File: config.mk
export PLATFORM = sky130hd
export DESIGN_NAME = nvw_controller
export DESIGN_NICKNAME = d
export VERILOG_FILES = /design/src/design/nvw_pkg.sv /design/src/design/nvw_controller.sv
export SDC_FILE = /design/constraint.sdc
export NUM_CORES = 1
export LEC_CHECK = 0
export CAP_MARGIN = 30
export CORE_UTILIZATION = 40
export DETAILED_ROUTE_END_ITERATION = 7
export DONT_BUFFER_PORTS = 1
export REMOVE_ABC_BUFFERS = 1
export SYNTH_ARGS = -nofsm -noshare
export SYNTH_HDL_FRONTEND = slang
export SYNTH_SLANG_ARGS = --single-unit
File: constraint.sdc
create_clock -name aclk -period 6.4 [get_ports aclk]
set_input_delay 0.64 -clock aclk [delete_from_list [all_inputs] [get_ports aclk]]
set_output_delay 0.64 -clock aclk [all_outputs]
set_load 0.1 [all_outputs]
File: src/design/nvw_pkg.sv
// Operation
// - Go needs key 0x55 then 0xAA first.
// - Key guards every erase and program.
// - Writes allowed only with guard bit set.
// - Hardware never clears the guard bit.
// - Clearing guard mid-cycle does not abort.
// - Go cannot set while guard clear.
// - Guard and go together start nothing.
// - Cycle end clears go, sets done.
// - Done flag stays until software clears.
// - Erase mode go erases addressed word.
// - Program mode go writes latched word.
// - Address captures table write address while idle.
// - Control 0x4004 selects one-word program.
// - Program cycle lasts 2 ms, no stall.
package nvw_pkg;
   // ****************************************
   // Register offsets.
   // ****************************************
   localparam logic [7:0] NVW_OFS_CONTROL = 8'h00;
   localparam logic [7:0] NVW_OFS_ADDRESS = 8'h04;
   localparam logic [7:0] NVW_OFS_KEY = 8'h08;
   localparam logic [7:0] NVW_OFS_STATUS = 8'h0C;
   localparam logic [7:0] NVW_OFS_LATCH = 8'h10;
   // ****************************************
   // Control fields and values.
   // ****************************************
   localparam int NVW_BIT_GO = 15;
   localparam int NVW_BIT_GUARD = 14;
   localparam int NVW_OP_LSB = 0;
   localparam int NVW_OP_W = 7;
   localparam logic [6:0] NVW_OP_WORD_PROGRAM = 7'h04;
   localparam logic [6:0] NVW_OP_WORD_ERASE = 7'h44;
   localparam logic [15:0] NVW_CTRL_PROGRAM_WORD = 16'h4004;
   localparam logic [7:0] NVW_KEY_FIRST = 8'h55;
   localparam logic [7:0] NVW_KEY_SECOND = 8'hAA;
   localparam logic [15:0] NVW_RST_CONTROL = 16'h0000;
   localparam logic [1:0] NVW_RESP_OKAY = 2'b00;
   localparam logic [1:0] NVW_RESP_SLVERR = 2'b10;
   // ****************************************
   // Timing.
   // ****************************************
   localparam int NVW_CLK_HZ = 10_000_000;
   localparam int NVW_CYCLE_US = 2000;
   localparam int NVW_CYCLE_CLKS = NVW_CYCLE_US * (NVW_CLK_HZ / 1_000_000);
   typedef enum logic [1:0] {NVW_KEY_IDLE, NVW_KEY_HALF, NVW_KEY_ARMED} nvw_key_t;
endpackage

File: src/design/nvw_controller.sv
// The implementer's own choices: the AXI4-Lite interface to the registers and the placing of the registers.
module nvw_controller
   import nvw_pkg::*;
#(
   parameter int CYCLE_CLKS = NVW_CYCLE_CLKS
)
(
   input wire logic aclk,
   input wire logic aresetn,
   input wire logic [7:0] s_axi_awaddr,
   input wire logic [2:0] s_axi_awprot,
   input wire logic s_axi_awvalid,
   output logic s_axi_awready,
   input wire logic [31:0] s_axi_wdata,
   input wire logic [3:0] s_axi_wstrb,
   input wire logic s_axi_wvalid,
   output logic s_axi_wready,
   output logic [1:0] s_axi_bresp,
   output logic s_axi_bvalid,
   input wire logic s_axi_bready,
   input wire logic [7:0] s_axi_araddr,
   input wire logic [2:0] s_axi_arprot,
   input wire logic s_axi_arvalid,
   output logic s_axi_arready,
   output logic [31:0] s_axi_rdata,
   output logic [1:0] s_axi_rresp,
   output logic s_axi_rvalid,
   input wire logic s_axi_rready,
   input wire logic table_write_low,
   input wire logic [23:0] table_write_address,
   input wire logic [15:0] table_write_data,
   output logic nvm_erase_strobe,
   output logic nvm_program_strobe,
   output logic [23:0] nvm_word_address,
   output logic [15:0] nvm_word_data,
   output logic nvm_busy
);
   // ****************************************
   // Write channel capture.
   // ****************************************
   logic aw_held;
   logic w_held;
   logic [7:0] aw_addr;
   logic [31:0] w_data;
   logic [3:0] w_strb;
   logic wr_do;
   logic [15:0] nvm_control;
   logic [23:0] nvm_target_address;
   logic nvm_done_flag;
   nvw_key_t key_state;
   logic [31:0] cycle_count;
   logic [15:0] next_control;
   logic go_request;

   assign wr_do = aw_held && w_held && !s_axi_bvalid;

   always_ff @(posedge aclk)
   begin
      if (!aresetn)
      begin
         aw_held <= 1'b0;
         aw_addr <= 8'h00;
         s_axi_awready <= 1'b0;
      end
      else if (wr_do)
      begin
         aw_held <= 1'b0;
         s_axi_awready <= 1'b0;
      end
      else if (s_axi_awvalid && s_axi_awready)
      begin
         aw_held <= 1'b1;
         aw_addr <= s_axi_awaddr;
         s_axi_awready <= 1'b0;
      end
      else
      begin
         s_axi_awready <= !aw_held && !s_axi_bvalid;
      end
   end

   always_ff @(posedge aclk)
   begin
      if (!aresetn)
      begin
         w_held <= 1'b0;
         w_data <= 32'h0000_0000;
         w_strb <= 4'h0;
         s_axi_wready <= 1'b0;
      end
      else if (wr_do)
      begin
         w_held <= 1'b0;
         s_axi_wready <= 1'b0;
      end
      else if (s_axi_wvalid && s_axi_wready)
      begin
         w_held <= 1'b1;
         w_data <= s_axi_wdata;
         w_strb <= s_axi_wstrb;
         s_axi_wready <= 1'b0;
      end
      else
      begin
         s_axi_wready <= !w_held && !s_axi_bvalid;
      end
   end

   always_ff @(posedge aclk)
   begin
      if (!aresetn)
      begin
         s_axi_bvalid <= 1'b0;
         s_axi_bresp <= NVW_RESP_OKAY;
      end
      else if (wr_do)
      begin
         s_axi_bvalid <= 1'b1;
         s_axi_bresp <= (aw_addr == NVW_OFS_CONTROL || aw_addr == NVW_OFS_ADDRESS || aw_addr == NVW_OFS_KEY
                         || aw_addr == NVW_OFS_STATUS || aw_addr == NVW_OFS_LATCH) ? NVW_RESP_OKAY
                         : NVW_RESP_SLVERR;
      end
      else if (s_axi_bready)
      begin
         s_axi_bvalid <= 1'b0;
      end
   end

   // ****************************************
   // Control register and cycle start.
   // ****************************************
   always_comb
   begin
      next_control = nvm_control;
      if (w_strb[0])
      begin
         next_control[7:0] = w_data[7:0];
      end
      if (w_strb[1])
      begin
         next_control[15:8] = w_data[15:8];
      end
   end

   // Go is honoured only if guard was already set, keys armed and idle.
   assign go_request = wr_do && aw_addr == NVW_OFS_CONTROL && next_control[NVW_BIT_GO]
                       && !nvm_control[NVW_BIT_GO] && nvm_control[NVW_BIT_GUARD]
                       && key_state == NVW_KEY_ARMED;

   always_ff @(posedge aclk)
   begin
      if (!aresetn)
      begin
         nvm_control <= NVW_RST_CONTROL;
      end
      else if (nvm_busy && cycle_count == 32'd1)
      begin
         nvm_control[NVW_BIT_GO] <= 1'b0;
         if (wr_do && aw_addr == NVW_OFS_CONTROL)
         begin
            nvm_control[NVW_BIT_GUARD] <= next_control[NVW_BIT_GUARD];
         end
      end
      else if (wr_do && aw_addr == NVW_OFS_CONTROL)
      begin
         // Guard changes only by software; op select frozen while busy.
         nvm_control[NVW_BIT_GUARD] <= next_control[NVW_BIT_GUARD];
         if (!nvm_busy)
         begin
            nvm_control[NVW_BIT_GO] <= go_request;
            nvm_control[NVW_OP_W - 1:NVW_OP_LSB] <= next_control[NVW_OP_W - 1:NVW_OP_LSB];
            nvm_control[13:NVW_OP_W] <= next_control[13:NVW_OP_W];
         end
      end
   end

   // ****************************************
   // Unlock key sequence.
   // ****************************************
   always_ff @(posedge aclk)
   begin
      if (!aresetn)
      begin
         key_state <= NVW_KEY_IDLE;
      end
      else if (wr_do)
      begin
         if (aw_addr == NVW_OFS_KEY && w_data[7:0] == NVW_KEY_FIRST)
         begin
            key_state <= NVW_KEY_HALF;
         end
         else if (aw_addr == NVW_OFS_KEY && w_data[7:0] == NVW_KEY_SECOND && key_state == NVW_KEY_HALF)
         begin
            key_state <= NVW_KEY_ARMED;
         end
         else if (key_state == NVW_KEY_ARMED && aw_addr == NVW_OFS_CONTROL && !go_request)
         begin
            key_state <= NVW_KEY_ARMED;
         end
         else
         begin
            key_state <= NVW_KEY_IDLE;
         end
      end
   end

   // ****************************************
   // Address capture and cycle timer.
   // ****************************************
   always_ff @(posedge aclk)
   begin
      if (!aresetn)
      begin
         nvm_target_address <= 24'h00_0000;
         nvm_word_data <= 16'h0000;
      end
      else if (table_write_low && !nvm_busy)
      begin
         nvm_target_address <= table_write_address;
         nvm_word_data <= table_write_data;
      end
      else if (wr_do && !nvm_busy && aw_addr == NVW_OFS_ADDRESS)
      begin
         nvm_target_address <= w_data[23:0];
      end
      else if (wr_do && !nvm_busy && aw_addr == NVW_OFS_LATCH)
      begin
         nvm_word_data <= w_data[15:0];
      end
   end

   always_ff @(posedge aclk)
   begin
      if (!aresetn)
      begin
         nvm_busy <= 1'b0;
         cycle_count <= 32'd0;
         nvm_erase_strobe <= 1'b0;
         nvm_program_strobe <= 1'b0;
         nvm_word_address <= 24'h00_0000;
      end
      else
      begin
         nvm_erase_strobe <= go_request && next_control[NVW_OP_W - 1:0] == NVW_OP_WORD_ERASE;
         nvm_program_strobe <= go_request && next_control[NVW_OP_W - 1:0] == NVW_OP_WORD_PROGRAM;
         if (go_request)
         begin
            nvm_busy <= 1'b1;
            cycle_count <= CYCLE_CLKS;
            nvm_word_address <= nvm_target_address;
         end
         else if (nvm_busy)
         begin
            cycle_count <= cycle_count - 32'd1;
            nvm_busy <= cycle_count != 32'd1;
         end
      end
   end

   // ****************************************
   // Completion flag.
   // ****************************************
   always_ff @(posedge aclk)
   begin
      if (!aresetn)
      begin
         nvm_done_flag <= 1'b0;
      end
      else if (nvm_busy && cycle_count == 32'd1)
      begin
         nvm_done_flag <= 1'b1;
      end
      else if (wr_do && aw_addr == NVW_OFS_STATUS && w_strb[0] && w_data[0])
      begin
         nvm_done_flag <= 1'b0;
      end
   end

   // ****************************************
   // Read channel.
   // ****************************************
   always_ff @(posedge aclk)
   begin
      if (!aresetn)
      begin
         s_axi_arready <= 1'b0;
         s_axi_rvalid <= 1'b0;
         s_axi_rdata <= 32'h0000_0000;
         s_axi_rresp <= NVW_RESP_OKAY;
      end
      else if (s_axi_rvalid)
      begin
         s_axi_rvalid <= !s_axi_rready;
      end
      else if (s_axi_arvalid && s_axi_arready)
      begin
         s_axi_arready <= 1'b0;
         s_axi_rvalid <= 1'b1;
         s_axi_rresp <= NVW_RESP_OKAY;
         unique case (s_axi_araddr)
            NVW_OFS_CONTROL: s_axi_rdata <= {16'h0000, nvm_control};
            NVW_OFS_ADDRESS: s_axi_rdata <= {8'h00, nvm_target_address};
            NVW_OFS_KEY: s_axi_rdata <= 32'h0000_0000;
            NVW_OFS_STATUS: s_axi_rdata <= {30'h0000_0000, nvm_busy, nvm_done_flag};
            NVW_OFS_LATCH: s_axi_rdata <= {16'h0000, nvm_word_data};
            default:
            begin
               s_axi_rdata <= 32'h0000_0000;
               s_axi_rresp <= NVW_RESP_SLVERR;
            end
         endcase
      end
      else
      begin
         s_axi_arready <= 1'b1;
      end
   end
endmodule

==> flow_metrics.env <==
export IMPL_seq_area_frac_synth_pct=46.7
export IMPL_drc=0
export IMPL_power_leakage_nw=3.15
export IMPL_fin_ws_ns=3.88
export IMPL_first_global_vias=6457
export IMPL_clockBufferDepth=2
export IMPL_tritoncts="done"
export IMPL_postSynthCellCount=906
export IMPL_multi_input_area_um2=3920
export IMPL_ys_warn_count=0
export IMPL_finalCriticalPeriod_ns=2.52
export IMPL_yosys_area_top_type_share_pct=46.7
export IMPL_syn_cell_area_um2=7940
export IMPL_vias=6870
export IMPL_dieHeight_um=143
export IMPL_io_buffers=0
export IMPL_rsz0062_at_grt="no"
export IMPL_wl_per_cell_um=19.9
export IMPL_ys_ff_latch=185
export IMPL_grt_usage_pct=22.7
export IMPL_clk_latency_ns=0.43
export IMPL_clk_pin_slew_ns=0.07
export IMPL_powerDensity_nw_per_um2=280
export IMPL_cts_max_level=4
export IMPL_setup_violations=0
export IMPL_preCtsSetupSlack_ns=3.94
export IMPL_ctsHoldBuffers=0
export IMPL_tns_ns=0
export IMPL_start_util_pct=40.8
export IMPL_met2_length_mm=10.7
export IMPL_ant_nets=0
export IMPL_clockRootBuffer="clkbuf_16"
export IMPL_coreArea_um2=19500
export IMPL_cts_setup_buffers=0
export IMPL_cts_resized=0
export IMPL_antenna_found_initial=3
export IMPL_final_area_um2=8960
export IMPL_synthDistinctLibCells=57
export IMPL_cp_data_arrival_time_ns=2.83
export IMPL_cts_sinks=185
export IMPL_critPathMaxFanout=6
export IMPL_grt_pass1_wl_mm=35.7
export IMPL_cts_made_buffers=17
export IMPL_ios=190
export IMPL_hold_path_class="in -> reg"
export IMPL_met3RoutedLength_mm=1.73
export IMPL_synth_edf_count=0
export IMPL_avgViaCountPerCell=5.89
export IMPL_hold_viol_final=0
export IMPL_period_share_pct=39.3
export IMPL_syn_area_per_cell_um2=8.76
export IMPL_fill_cells=1955
export IMPL_status="finished, final reports clean"
export IMPL_dr_max_layer_used="met5"
export IMPL_routabilityCongestion=0.766
export IMPL_final_setup_skew_ns=0.0126
export IMPL_start_kind="register"
export IMPL_crit_type="reg -> reg"
export IMPL_max_freq_ghz=0.397
export IMPL_rows=51
export IMPL_synthFlopType="dfxtp_1"
export IMPL_drv_slew=0
export IMPL_die_area_um2=20400
export IMPL_seqCellArea_um2=3700
export IMPL_synth_top_cells_by_area="dfxtp_1 (47%), a21oi_1 (6.7%), o21ai_0 (5.5%)"
export IMPL_endpoint_kind="register"
export IMPL_slew_headroom_pct=30.2
export IMPL_synth_top_cell_by_area="dfxtp_1"
export IMPL_worst_pin_slew_ns=1.05
export IMPL_area_delta_synth_final_pct=12.9
export IMPL_dp_hpwl_mm=15.0
export IMPL_fin_nets=994
export IMPL_first_iter_violations=408
export IMPL_crit_required_ns=6.71
export IMPL_total_power_mw=2.51
export IMPL_drt_total_wl_mm=23.3
export IMPL_placed_area_um2=8310
export IMPL_detail_route_first_pass_iterations=5
export IMPL_peakVddDrop_mv=0.235
export IMPL_grt_max_degree=70
export IMPL_drive_gt1_share_pct=8.68
export IMPL_die_w_um=143
export IMPL_drt_met1_wl_mm=10.4
export IMPL_synthArstFlopShare_pct=0
export IMPL_drv_cap=0
export IMPL_grt_overflow=0
==> critical path: stages, from the launching register on <==
cell and delay (ns):
dfxtp_1 0.35, nor4_1 0.87, nand3_1 0.34, or4_4 0.62, a32o_1 0.22
==> placed cells by master (no fill, tap or decap), drive strengths merged, types with 16 or more instances in the layout <==
cell type,instances
buf,30
o21ai,89
clkbuf,18
a22o,24
nor2,36
a221o,16
inv,17
a21oi,107
dfxtp,185
a22oi,16
and3,20
nand3,44
or4,20
mux2i,41
nand2,82
==> logic make-up (layout without fill, tap and decap cells) <==
| logic type | count (synthesis) | count (layout) | synth area share, % |
|---|---|---|---|
| multiplexers | 41 | 41 | 5.17 |
| flip-flops | 185 | 185 | 46.7 |
| buffers and inverters | 90 | 74 | 4.97 |
| AND/OR/NAND/NOR | 283 | 283 | 18.9 |
| adder cells (fa/ha/maj) | 2 | 2 | 0.315 |
| XOR/XNOR | 11 | 11 | 1.21 |
| AO/OA/AOI/OAI | 293 | 293 | 22.7 |
| other | 1 | 12 | 0.0472 |
==> per-layer routing <==
layer  vias to the layer above  GRT usage [%]
met5                         -              0
met4                         2           7.53
met3                        28           6.44
met2                       230           35.7
met1                      3308           29.9
li1                       3302              -
==> cells in the mapped netlist, drive strengths merged (3+ instances only) <==
library cell	n
o211ai	6
nor4b	4
nor2	36
or3	8
or4	20
xor2	4
a22oi	16
or4b	3
nand3	44
nor4	13
a21oi	107
xnor2	7
clkbuf	58
o31ai	8
nand2b	7
nor2b	6
nor3	15
a211o	6
o21ai	89
a31oi	3
o2111ai	3
a221o	16
nand4	10
a22o	24
and3	20
dfxtp	185
buf	21
nand2	82
mux2i	41
o21a	4
and3b	3
inv	11
==> power by group <==
part	internal, mW	switching (mW)	total [mW]	leakage [nW]
sequential	1.18	0.0871	1.27	1.50
combinational	0.0554	0.114	0.169	1.36
clock	0.585	0.491	1.08	0.284
==> through the flow <==
stage / instances / hold slack, ns / util, %
CTS: 1161 / 0.323 / 45.7
floorplan: 836 / 0.436 / -
global placement: 1118 / 0.446 / 41.7
finish: 1166 / 0.333 / 46.1
global route: 1165 / 0.321 / 46.0
detailed placement: 1129 / 0.449 / 42.7
==> layout make-up <==
cell class,count,share of cell area [%]
multi-input cells,640,43.7
repair buffers,31,4.22
well taps,265,3.70
clock inverters,15,1.83
flip-flops and latches,185,41.3
inverters,11,0.461
diodes,2,0.0558
clock buffers,17,4.75
==> registers in the layout (all words and copies together), names as in the netlist, 2 cells and up <==
signal              cells
nvm_target_address     24
nvm_word_data          16
s_axi_rdata            24
w_data                 24
cycle_count            32
key_state               2
nvm_control            16
aw_addr                 8
nvm_word_address       24
w_strb                  2
==> worst paths after layout <==
path                                 from                      endpoint  slack, ns  cells after the start
min                       s_axi_wdata[10]       w_data[10]$_SDFFE_PN0P_       0.33                      2
max reg2reg  cycle_count[15]$_SDFFE_PP0P_  nvm_control[15]$_SDFFE_PP0P_       3.88                      4
min reg2reg       w_data[21]$_SDFFE_PN0P_       w_data[21]$_SDFFE_PN0P_       0.46                      2
max          cycle_count[15]$_SDFFE_PP0P_  nvm_control[15]$_SDFFE_PP0P_       3.88                      4
Note: power is estimated with default switching activity, not from simulation.
